**src/hw/fws_pkg.sv**
```systemverilog
package fws_pkg;
  // ----------------------------------------------------------------
  // Bus geometry
  // ----------------------------------------------------------------
  localparam int ADDR_W = 24;
  localparam int DATA_W = 8;
  // ----------------------------------------------------------------
  // Status bit positions on the data bus
  // ----------------------------------------------------------------
  localparam int BIT_POLL  = 7;
  localparam int BIT_TOG1  = 6;
  localparam int BIT_TOUT  = 5;
  localparam int BIT_ETMR  = 3;
  localparam int BIT_TOG2  = 2;
  localparam int BIT_BABRT = 1;
  // ----------------------------------------------------------------
  // Commands from the user port
  // ----------------------------------------------------------------
  typedef enum logic [1:0] {
    FWS_CMD_POLL   = 2'h0,
    FWS_CMD_ADDSEC = 2'h1,
    FWS_CMD_RESET  = 2'h2,
    FWS_CMD_BABRT  = 2'h3
  } fws_cmd_e;
  // ----------------------------------------------------------------
  // Results
  // ----------------------------------------------------------------
  localparam logic [2:0] RES_DONE     = 3'h0;
  localparam logic [2:0] RES_TIMEOUT  = 3'h1;
  localparam logic [2:0] RES_ABORT    = 3'h2;
  localparam logic [2:0] RES_REJECTED = 3'h3;
  localparam logic [2:0] RES_ACCEPTED = 3'h4;
  // ----------------------------------------------------------------
  // Timing: 10 MHz clock, 100 ns period
  // ----------------------------------------------------------------
  localparam int CLK_NS         = 100;
  localparam int RD_STROBE_NS   = 200;
  localparam int RD_STROBE_CYC  = (RD_STROBE_NS + CLK_NS - 1) / CLK_NS;
  localparam int WR_STROBE_NS   = 100;
  localparam int WR_STROBE_CYC  = (WR_STROBE_NS + CLK_NS - 1) / CLK_NS;
  localparam int ADD_GAP_US     = 50;
  localparam int ADD_GAP_CYC    = (ADD_GAP_US * 1000) / CLK_NS;
  localparam int CNT_W          = 10;
  // Unlock and command words of the buffer-abort reset sequence, and the sector erase command
  localparam logic [ADDR_W-1:0] UNLK_A1 = 24'h000555;
  localparam logic [ADDR_W-1:0] UNLK_A2 = 24'h0002AA;
  localparam logic [DATA_W-1:0] UNLK_D1 = 8'hAA;
  localparam logic [DATA_W-1:0] UNLK_D2 = 8'h55;
  localparam logic [DATA_W-1:0] CMD_RST = 8'hF0;
  localparam logic [DATA_W-1:0] CMD_SEC = 8'h30;
endpackage : fws_pkg

```
**src/hw/fws_bus_if.sv**
```systemverilog
`timescale 1ns/1ps
`default_nettype none
// Request from the sequencer to the bus cycle engine and its answer
interface fws_bus_if;
  import fws_pkg::*;
  logic              req;
  logic              wr;
  logic [ADDR_W-1:0] addr;
  logic [DATA_W-1:0] wdata;
  logic              done;
  logic [DATA_W-1:0] rdata;
  modport seq (output req, output wr, output addr, output wdata, input done, input rdata);
  modport eng (input req, input wr, input addr, input wdata, output done, output rdata);
endinterface : fws_bus_if
`default_nettype wire

```
**src/hw/fws_cycle.sv**
```systemverilog
`timescale 1ns/1ps
`default_nettype none
module fws_cycle
  import fws_pkg::*;
(
  // Clock and reset
  input  wire logic              i_sys_clk,
  input  wire logic              i_rst,
  // Sequencer side
  fws_bus_if.eng                 bus,
  // Flash pins (data already synchronised)
  input  wire logic [DATA_W-1:0] i_dq_sync,
  output logic [ADDR_W-1:0]      o_addr,
  output logic [DATA_W-1:0]      o_dq_out,
  output logic                   o_dq_oe,
  output logic                   o_ce_n,
  output logic                   o_oe_n,
  output logic                   o_we_n
);
  // ----------------------------------------------------------------
  // One strobe per request, data sampled at its end
  // ----------------------------------------------------------------
  logic [CNT_W-1:0] cnt_ff;
  logic             busy_ff;
  logic             done_ff;
  logic [DATA_W-1:0] rdata_ff;
  wire  [CNT_W-1:0] strobe_len = bus.wr ? CNT_W'(WR_STROBE_CYC) : CNT_W'(RD_STROBE_CYC + 2);
  wire              last     = busy_ff && (cnt_ff == strobe_len);
  assign bus.done  = done_ff;
  assign bus.rdata = rdata_ff;
  always_ff @(posedge i_sys_clk) begin
    if (i_rst) begin
      busy_ff <= 1'b0;
      cnt_ff  <= '0;
      done_ff <= 1'b0;
      rdata_ff <= '0;
      o_addr  <= '0;
      o_dq_out <= '0;
      o_dq_oe <= 1'b0;
      o_ce_n  <= 1'b1;
      o_oe_n  <= 1'b1;
      o_we_n  <= 1'b1;
    end else begin
      done_ff <= last;
      if (!busy_ff && bus.req && !done_ff) begin
        busy_ff  <= 1'b1;
        cnt_ff   <= CNT_W'(1);
        o_addr   <= bus.addr;
        o_dq_out <= bus.wdata;
        o_dq_oe  <= bus.wr;
        o_ce_n   <= 1'b0;
        o_oe_n   <= bus.wr;
        o_we_n   <= !bus.wr;
      end else if (last) begin
        busy_ff  <= 1'b0;
        rdata_ff <= i_dq_sync;
        o_dq_oe  <= 1'b0;
        o_ce_n   <= 1'b1;
        o_oe_n   <= 1'b1;
        o_we_n   <= 1'b1;
      end else if (busy_ff) begin
        cnt_ff <= cnt_ff + CNT_W'(1);
      end
    end
  end
endmodule : fws_cycle
`default_nettype wire

```
**src/hw/fws_host.sv**
```systemverilog
// Operation
// - Host may skip timer checks if added commands come under 50 us apart.
// - Host confirms acceptance via toggle bit before reading the timer flag; the code reads the timer flag in ST_PRE and ST_POST with no toggle check.
// - Host checks timer flag before and after each added sector erase.
// - After buffer abort host issues the abort reset sequence; the code sends it only on a FWS_CMD_BABRT or FWS_CMD_RESET request.
// - Host presents a valid operation address when polling status.
// - Buffered write status is polled at the last loaded address.
`timescale 1ns/1ps
`default_nettype none
module fws_host
  import fws_pkg::*;
(
  // Clock and reset
  input  wire logic              i_sys_clk,
  input  wire logic              i_rst,
  // User command port
  input  wire logic              i_start,
  input  wire logic [1:0]        i_cmd,
  input  wire logic [ADDR_W-1:0] i_addr,
  input  wire logic [DATA_W-1:0] i_data,
  output logic                   o_busy,
  output logic                   o_done,
  output logic [2:0]             o_result,
  output logic [DATA_W-1:0]      o_status,
  output logic                   o_dev_busy,
  // Flash pins
  input  wire logic [DATA_W-1:0] i_dq,
  input  wire logic              i_ready_busy_n,
  output logic [ADDR_W-1:0]      o_addr,
  output logic [DATA_W-1:0]      o_dq_out,
  output logic                   o_dq_oe,
  output logic                   o_ce_n,
  output logic                   o_oe_n,
  output logic                   o_we_n
);
  // ----------------------------------------------------------------
  // Pin synchronisers
  // ----------------------------------------------------------------
  logic [DATA_W-1:0] dq_s1_ff, dq_s2_ff;
  logic              rb_s1_ff, rb_s2_ff;
  always_ff @(posedge i_sys_clk) begin
    if (i_rst) begin
      dq_s1_ff <= '0;
      dq_s2_ff <= '0;
      rb_s1_ff <= 1'b1;
      rb_s2_ff <= 1'b1;
    end else begin
      dq_s1_ff <= i_dq;
      dq_s2_ff <= dq_s1_ff;
      rb_s1_ff <= i_ready_busy_n;
      rb_s2_ff <= rb_s1_ff;
    end
  end
  // ----------------------------------------------------------------
  // Bus cycle engine
  // ----------------------------------------------------------------
  fws_bus_if bus ();
  fws_cycle u_cycle (
    .i_sys_clk (i_sys_clk),
    .i_rst     (i_rst),
    .bus       (bus.eng),
    .i_dq_sync (dq_s2_ff),
    .o_addr    (o_addr),
    .o_dq_out  (o_dq_out),
    .o_dq_oe   (o_dq_oe),
    .o_ce_n    (o_ce_n),
    .o_oe_n    (o_oe_n),
    .o_we_n    (o_we_n)
  );
  // ----------------------------------------------------------------
  // Sequencer
  // ----------------------------------------------------------------
  typedef enum logic [3:0] {
    ST_IDLE  = 4'h0,
    ST_RD1   = 4'h1,
    ST_RD2   = 4'h3,
    ST_EVAL  = 4'h2,
    ST_CHK   = 4'h6,
    ST_FIN   = 4'h7,
    ST_PRE   = 4'h5,
    ST_WR    = 4'h4,
    ST_POST  = 4'hC,
    ST_SEQ   = 4'hD
  } fws_state_e;
  fws_state_e        state_ff, nxt_state;
  fws_cmd_e          cmd_ff;
  logic [ADDR_W-1:0] op_addr_ff;
  logic [DATA_W-1:0] op_data_ff;
  logic [DATA_W-1:0] first_ff;
  logic [DATA_W-1:0] stat_ff;
  logic              tout_seen_ff;
  logic [1:0]        step_ff;
  logic [2:0]        res_ff;
  logic              is_rd_state;
  logic              is_wr_state;
  // Toggle decode between two status reads
  wire tog1_moving = first_ff[BIT_TOG1] ^ bus.rdata[BIT_TOG1];
  wire tout_now    = bus.rdata[BIT_TOUT];
  wire abort_now   = bus.rdata[BIT_BABRT];
  wire timer_now   = bus.rdata[BIT_ETMR];
  // Three-word abort reset sequence
  wire [ADDR_W-1:0] seq_addr = (step_ff == 2'h1) ? UNLK_A2 : UNLK_A1;
  wire [DATA_W-1:0] seq_data = (step_ff == 2'h0) ? UNLK_D1 :
                               (step_ff == 2'h1) ? UNLK_D2 : CMD_RST;
  assign is_rd_state = (state_ff == ST_RD1) || (state_ff == ST_RD2) ||
                       (state_ff == ST_PRE) || (state_ff == ST_POST);
  assign is_wr_state = (state_ff == ST_WR) || (state_ff == ST_SEQ);
  assign bus.req   = is_rd_state || is_wr_state;
  assign bus.wr    = is_wr_state;
  // Status reads always at the operation address, never a stray one
  assign bus.addr  = (state_ff == ST_SEQ) ? seq_addr : op_addr_ff;
  assign bus.wdata = (state_ff == ST_SEQ) ? seq_data : CMD_SEC;
  always_comb begin
    nxt_state = state_ff;
    case (state_ff)
      ST_IDLE: begin
        if (i_start) begin
          case (fws_cmd_e'(i_cmd))
            FWS_CMD_POLL:   nxt_state = ST_RD1;
            FWS_CMD_ADDSEC: nxt_state = ST_PRE;
            default:        nxt_state = ST_SEQ;
          endcase
        end
      end
      ST_RD1:  if (bus.done) nxt_state = ST_RD2;
      ST_RD2:  if (bus.done) begin
        nxt_state = (tog1_moving && !abort_now && tout_now && !tout_seen_ff) ? ST_RD1 : ST_EVAL;
      end
      ST_EVAL: nxt_state = ST_CHK;
      ST_CHK:  nxt_state = ST_FIN;
      // Timer read before every added sector; the spacing shortcut is never relied on
      ST_PRE:  if (bus.done) nxt_state = timer_now ? ST_FIN : ST_WR;
      ST_WR:   if (bus.done) nxt_state = ST_POST;
      ST_POST: if (bus.done) nxt_state = ST_FIN;
      ST_SEQ:  if (bus.done && step_ff == 2'h2) nxt_state = ST_FIN;
      ST_FIN:  nxt_state = ST_IDLE;
      default: nxt_state = ST_IDLE;
    endcase
  end
  always_ff @(posedge i_sys_clk) begin
    if (i_rst) begin
      state_ff <= ST_IDLE;
    end else begin
      state_ff <= nxt_state;
    end
  end
  always_ff @(posedge i_sys_clk) begin
    if (i_rst) begin
      cmd_ff       <= FWS_CMD_POLL;
      op_addr_ff   <= '0;
      op_data_ff   <= '0;
      first_ff     <= '0;
      stat_ff      <= '0;
      tout_seen_ff <= 1'b0;
      step_ff      <= 2'h0;
      res_ff       <= RES_DONE;
    end else begin
      if (state_ff == ST_IDLE && i_start) begin
        cmd_ff       <= fws_cmd_e'(i_cmd);
        op_addr_ff   <= i_addr;
        op_data_ff   <= i_data;
        tout_seen_ff <= 1'b0;
        step_ff      <= 2'h0;
      end
      if (state_ff == ST_RD1 && bus.done) begin
        first_ff <= bus.rdata;
      end
      if (bus.done && state_ff != ST_SEQ && state_ff != ST_WR) begin
        stat_ff <= bus.rdata;
      end
      if (state_ff == ST_RD2 && bus.done) begin
        // Toggle may stop just as the timeout flag rises, so reread once
        if (!tog1_moving) res_ff <= (bus.rdata == op_data_ff || cmd_ff == FWS_CMD_POLL) ? RES_DONE : RES_DONE;
        else if (abort_now) res_ff <= RES_ABORT;
        else if (tout_now && tout_seen_ff) res_ff <= RES_TIMEOUT;
        else res_ff <= RES_ACCEPTED;
        tout_seen_ff <= tout_now;
      end
      if (state_ff == ST_PRE && bus.done && timer_now) begin
        res_ff <= RES_REJECTED;
      end
      if (state_ff == ST_POST && bus.done) begin
        res_ff <= timer_now ? RES_REJECTED : RES_ACCEPTED;
      end
      if (state_ff == ST_SEQ && bus.done) begin
        step_ff <= step_ff + 2'h1;
        res_ff  <= RES_DONE;
      end
    end
  end
  // ----------------------------------------------------------------
  // Registered outputs
  // ----------------------------------------------------------------
  always_ff @(posedge i_sys_clk) begin
    if (i_rst) begin
      o_busy     <= 1'b0;
      o_done     <= 1'b0;
      o_result   <= RES_DONE;
      o_status   <= '0;
      o_dev_busy <= 1'b0;
    end else begin
      o_busy     <= (nxt_state != ST_IDLE);
      o_done     <= (state_ff == ST_FIN);
      o_result   <= (state_ff == ST_FIN) ? res_ff : o_result;
      o_status   <= stat_ff;
      o_dev_busy <= !rb_s2_ff;
    end
  end
endmodule : fws_host
`default_nettype wire

```
**config.mk**
```make
export PLATFORM = sky130hd
export DESIGN_NAME = fws_host
export DESIGN_NICKNAME = d
export VERILOG_FILES = /design/src/hw/fws_pkg.sv /design/src/hw/fws_bus_if.sv /design/src/hw/fws_cycle.sv /design/src/hw/fws_host.sv
export SDC_FILE = /design/constraint.sdc
export NUM_CORES = 1
export LEC_CHECK = 0
export BUFFER_PORTS_ARGS = -buffer_cell sky130_fd_sc_hd__buf_4
export CAP_MARGIN = 20
export CORE_ASPECT_RATIO = 1.1
export CORE_MARGIN = 5
export CORE_UTILIZATION = 55
export DETAILED_ROUTE_END_ITERATION = 16
export PLACE_DENSITY = 0.79
export SLEW_MARGIN = 20
export SYNTH_ARGS = -nofsm -noshare
export SYNTH_HDL_FRONTEND = slang
export SYNTH_SLANG_ARGS = --single-unit
```
**constraint.sdc**
```tcl
create_clock -name i_sys_clk -period 2.1 [get_ports i_sys_clk]
set_clock_uncertainty 0.2 [all_clocks]
set_input_delay 0.525 -clock i_sys_clk [delete_from_list [all_inputs] [get_ports i_sys_clk]]
set_output_delay 0.525 -clock i_sys_clk [all_outputs]
set_load 0.05 [all_outputs]
```
Yosys cells after proc, flatten, opt, wreduce, memory -nomap -nowiden
Index checks and enable logic that the tools add are counted.
{ "op_classes": {"n_addsub": 2, "n_mul": 0, "n_div": 0, "order_cmp": 0, "eq_ne": 16, "shift": 0, "n_mux": 38, "n_bitwise": 3, "reduce_logical": 42} }
{ "ops": {"columns": ["cell", "n"], "rows": [
  ["$pmux 4 s9", 1],
  ["$mux 4", 7],
  ["$mux 24", 1],
  ["$mux 3", 8],
  ["$mux 8", 3],
  ["$logic_and 1x1->1", 17],
  ["$eq 4x3->1 const B", 4],
  ["$mux 1", 12],
  ["$mux 11", 1],
  ["$add 10x1->10 const B", 1],
  ["$eq 10x3->1", 1],
  ["$eq 4x2->1 const B", 2],
  ["$eq 4x4->1 const B", 2],
  ["$mux 2", 4],
  ["$pmux 4 s2", 1],
  ["$reduce_bool 2->1", 4],
  ["$logic_not 1->1", 6],
  ["$reduce_and 2->1", 3],
  ["$logic_or 1x1->1", 5],
  ["$eq 2x1->1 const B", 2],
  ["$eq 4x1->1 const B", 1],
  ["$logic_not 2->1", 2],
  ["$logic_not 4->1", 1],
  ["$ne 4x3->1 const B", 1],
  ["other kinds (9)", 11]
]} }
{ "totals": {"ff_bits": 137, "latch_bits": 0, "mem_bits_rw": 0, "romBits": 0, "out_inout_bits": 50, "wordCells": 128, "mem_count": 0} }

Depth between registers and ports, before layout
{ "logic_depth": {"ltp_word": 9, "ltp_mapped": 8} }

Cells and area by module
Synthesis repeated with hierarchy kept, for this count alone.
{ "unflattened": {"hier_cells": 592, "area_unflattened_um2": 5177.5} }
{ "modules_own_cells": {"columns": ["mod", "n_inst", "cells_each", "area_per_inst_um2", "seq_area_each_um2"], "rows": [
  ["fws_host", 1, 356, 3089.2, 1501.4],
  ["fws_cycle", 1, 236, 2088.3, 1121.1]
]} }

Worst setup path before layout
No wires, ideal clock.
{ "synth_timing": {"path_type": "register to register", "from": "register u_cycle.cnt_ff[5]", "to": "register u_cycle.rdata_ff[0] (netlist: u_cycle.bus.rdata[0])", "arrival_time_ps": 1519, "required_time_ps": 1828, "slack_ps": 309, "path_stages_with_launch": 6, "path_buffers": 1, "period_less_slack_ps": 1791, "cell_sequence": "dfxtp_1 or4_4 nor2_8 o211a_4 buf_12 mux2i_1"} }
{ "synth_between": {"elab_chain_len": 3} }
{ "synth_lines": {"columns": ["item", "line", "rtl"], "rows": [
  ["from (decl)", "fws_cycle.sv:23", "logic [CNT_W-1:0] cnt_ff;"],
  ["from (signal assigned)", "fws_cycle.sv:62", "cnt_ff <= cnt_ff + CNT_W'(1);"],
  ["$eq 10x3->1", "fws_cycle.sv:28", "wire last = busy_ff && (cnt_ff == strobe_len);"],
  ["$logic_and 1x1->1", "fws_cycle.sv:28", null],
  ["$reduce_and 2->1 (no line)", null, null],
  ["to (signal assigned)", "fws_cycle.sv:56", "rdata_ff <= i_dq_sync;"],
  ["to (decl)", "fws_cycle.sv:26", "logic [DATA_W-1:0] rdata_ff;"]
]} }
Every way passes these cells.
A chain may end at the register's enable or synchronous reset.

Worst setup path in the final report
{ "layout_timing": {"from": "register state_ff[2]", "to": "register u_cycle.o_addr[9]"} }
{ "layout_between": {"elab_chain_len": 7} }
{ "layout_lines": {"columns": ["item", "line", "rtl"], "rows": [
  ["from (decl)", "fws_host.sv:85", "fws_state_e state_ff, nxt_state;"],
  ["from (signal assigned)", "fws_host.sv:144", "state_ff <= nxt_state;"],
  ["$eq 4x1->1 / $eq 4x2->1 (equally long branches)", "fws_host.sv:105", "assign is_rd_state = (state_ff == ST_RD1) || (state_ff == ST_RD2) ||"],
  ["$logic_or 1x1->1 (2 in a row)", "fws_host.sv:105", null],
  ["$logic_or 1x1->1", "fws_host.sv:106", "(state_ff == ST_PRE) || (state_ff == ST_POST);"],
  ["$logic_or 1x1->1", "fws_host.sv:108", "assign bus.req = is_rd_state || is_wr_state;"],
  ["$logic_and 1x1->1 (2 in a row)", "fws_cycle.sv:45", "if (!busy_ff && bus.req && !done_ff) begin"],
  ["to (signal assigned)", "fws_cycle.sv:48", "o_addr <= bus.addr;"],
  ["to (decl)", "fws_cycle.sv:13", "output logic [ADDR_W-1:0] o_addr,"]
]} }
Parallel ways exist; a longest one is shown, timed or not.

==> results.toml <==
[run_status]
status = "completed"

[setup_path]
worst_setup_path_end_kind = "register"
path_cells = "nor2b_1, buf_4, o21a_2, buf_4, nor2_1, a311oi_1"
critPathMaxStageDelay_ps = 420
critPathLaunchType = "register"
worstPathArrival_ps = 2190
cp_slowest_cell = "dfxtp_1"
path_class = "register to register"
cp_data_required_time_ps = 2310
path_common_cell = "buf_4"
cp_max_fo = 12

[drt]
antenna_left = 0
drc = 0
viasPerCell = 5.52
wl_per_cell_um = 15.7
vias = 4197
drt_iter0_drc = 277
firstDrtPassIters = 7
finalWirelength_um = 11900

[sta]
slew_headroom_pct = 63.3
worst_slew_pin_slew_ps = 548
hold_viol = 0
fin_crit_ps = 1970
fin_ws_ps = 126
max_freq_mhz = 507
timing.final.setup_violations = 0
post-route-period-util_pct = 94.0
tns_ps = 0
hold-worst-slack_ps = 22.3
drv_slew = 0
rsz0062_at_grt = "no"

[placed_design]
dp_cells = 728
io_buffers = 87
placed_area_mm2 = 0.00583
place_ws_ps = 75.8
hpwlAfterDp_um = 7890
gp_congestion = 0.871

[min_path]
min_path_type = "primary input to register"

[synthesis]
seq_area_frac_synth_pct = 50.9
synthSimpleGateAreaFrac_pct = 21.2
synth.mux.area_fraction_pct = 4.53
ys_ff_latch = 129
synthAdderAreaFrac_pct = 1.23
syn_nets = 596
yosysWarnings = 0
yosysTopAreaCell = "dfxtp_1"
synth_cell_types = 64
syn_area_per_cell_um2 = 9.32
synth_top_area_share_pct = 50.9
ys.flop_type = "dfxtp_1"
synth-xor-area-share_pct = 1.87
synth_edf_count = 0
synthTopCellsByArea = "dfxtp_1 (51%), nand2_1 (6.9%), mux2i_1 (4.5%)"
synth_top_family_by_area = "simple AND/OR/NAND/NOR gates"
synth.most_common_cell = "dfxtp_1"
synth-async-reset-ratio_pct = 0
synth_common_cells = "dfxtp_1 (129), nand2_1 (94), a21oi_1 (44), nor2_1 (37), nor2b_1 (28)"
netlist_area_mm2 = 0.00508
synthCells = 545
synth_compound_area_share_pct = 15.2

[layout]
drive_above_1_share_pct = 24.6
fillers = 637
fin_cells = 760
design_area_mm2 = 0.00647
area.growth.synth_to_final_pct = 27.4
utilization_pct = 72.1
diodes = 0
final_nets = 687

[grt]
grt_pass1_wl_um = 19700
grt_antenna_before_repair = 0
grt_use_total_pct = 21.9
gr-total-overflow = 0
grt_pass1_vias = 4136
grt_max_degree = 35

[clocking]
cts_max_level = 4
cts_num_sinks = 129
clockRootBuffer = "clkbuf_8"
path_clk_slew_ps = 50
cts_buffer_depth = 2
cts_buffers = 17
clock_latency_ps = 520
cts_tree = "yes"

[die]
fp.dieArea_mm2 = 0.0113
core_area_mm2 = 0.00896
die_y_um = 111
boundaryPins = 96
rows = 36
initial_core_util_pct = 56.6
die_x_um = 102

[pwr]
report.power.total_mw = 6.52
p_leak_nw = 2.69
ir_drop_v = 0.000611
cellPowerDensity_mw_per_mm2 = 1010

[run]
maxCapViolCount = 0
==> repair_timing <==
action / in CTS / in global routing
setup endpoints to repair: 0 / 23
buffers inserted: 0 / 0
resized for setup: 0 / 3
hold buffers: 1 / 2
hold endpoints to repair: 1 / 2
==> layer usage <==
metal | GRT usage [%] | vias to the layer above | wire, µm | share of wire [%]
met5 | 0 | - | 0 | 0
met4 | 7.62 | 0 | 223 | 1.9
met3 | 8.87 | 30 | 886 | 7.4
met2 | 35.8 | 146 | 5920 | 50
met1 | 25.7 | 1964 | 4910 | 41
li1 | - | 2057 | - | -
==> layout by cell type (no fill, tap or decap), types with 9 or more instances in the layout <==
cell | synthesis | layout
clkbuf_16 | 0 | 16
dfxtp_1 | 129 | 129
nand2_1 | 94 | 93
a22o_1 | 13 | 13
o21ai_0 | 9 | 9
nor2b_1 | 28 | 28
nor2_1 | 37 | 37
nand3_1 | 17 | 17
buf_4 | 5 | 109
mux2i_1 | 23 | 23
a21oi_1 | 44 | 44
==> final timing paths <==
path / startpoint / endpoint / slack, ps / cells after the start
setup / recovery: state_ff[2] / u_cycle.o_addr[9] / 130 / 6
hold / removal: i_dq[5] / dq_s1_ff[5] / 20 / 2
setup reg to reg: state_ff[2] / u_cycle.o_addr[9] / 130 / 6
hold reg to reg: rb_s2_ff / o_dev_busy / 190 / 1
==> critical path: cells and delay by family, from the launching register on <==
family / cells / cell delay, ps
DFF: 1 / 420
AOI/OAI and AO/OA: 2 / 500
buffers and inverters: 2 / 410
and+or+nand+nor: 2 / 320
==> power breakdown <==
| group | leakage (nW) | internal (mW) | switching (mW) |
|---|---|---|---|
| Clock | 0.294 | 2.00 | 0.981 |
| Sequential | 1.05 | 2.58 | 0.0856 |
| Combinational | 1.35 | 0.321 | 0.563 |
==> cell type report <==
class                   instances  area, µm²  share of cell area (%)
multi-input cells             367       2250                    34.7
clock inverters                 6        130                    2.01
repair buffers                113        868                    13.4
flip-flops and latches        129       2580                    39.9
well taps                     114        143                    2.21
inverters                       8       30.0                   0.464
clock buffers                  23        467                    7.22
==> state kept, by name, summed over array words and instances, names as in the netlist, 8 cells and up <==
name / count
o_status: 8
dq_s1_ff: 8
op_addr_ff: 24
u_cycle.cnt_ff: 10
stat_ff: 8
u_cycle.o_addr: 24
dq_s2_ff: 8
u_cycle.bus.rdata: 8
==> kinds of logic (layout without fill, tap and decap cells) <==
kind of cell | count (synthesis) | count (layout)
simple gates | 218 | 218
flops | 129 | 129
compound gates | 111 | 111
buf+inv | 49 | 150
mux | 23 | 23
xor+xnor | 10 | 10
fa+ha+maj | 5 | 5
No activity file was read; power rests on OpenSTA's default activity.
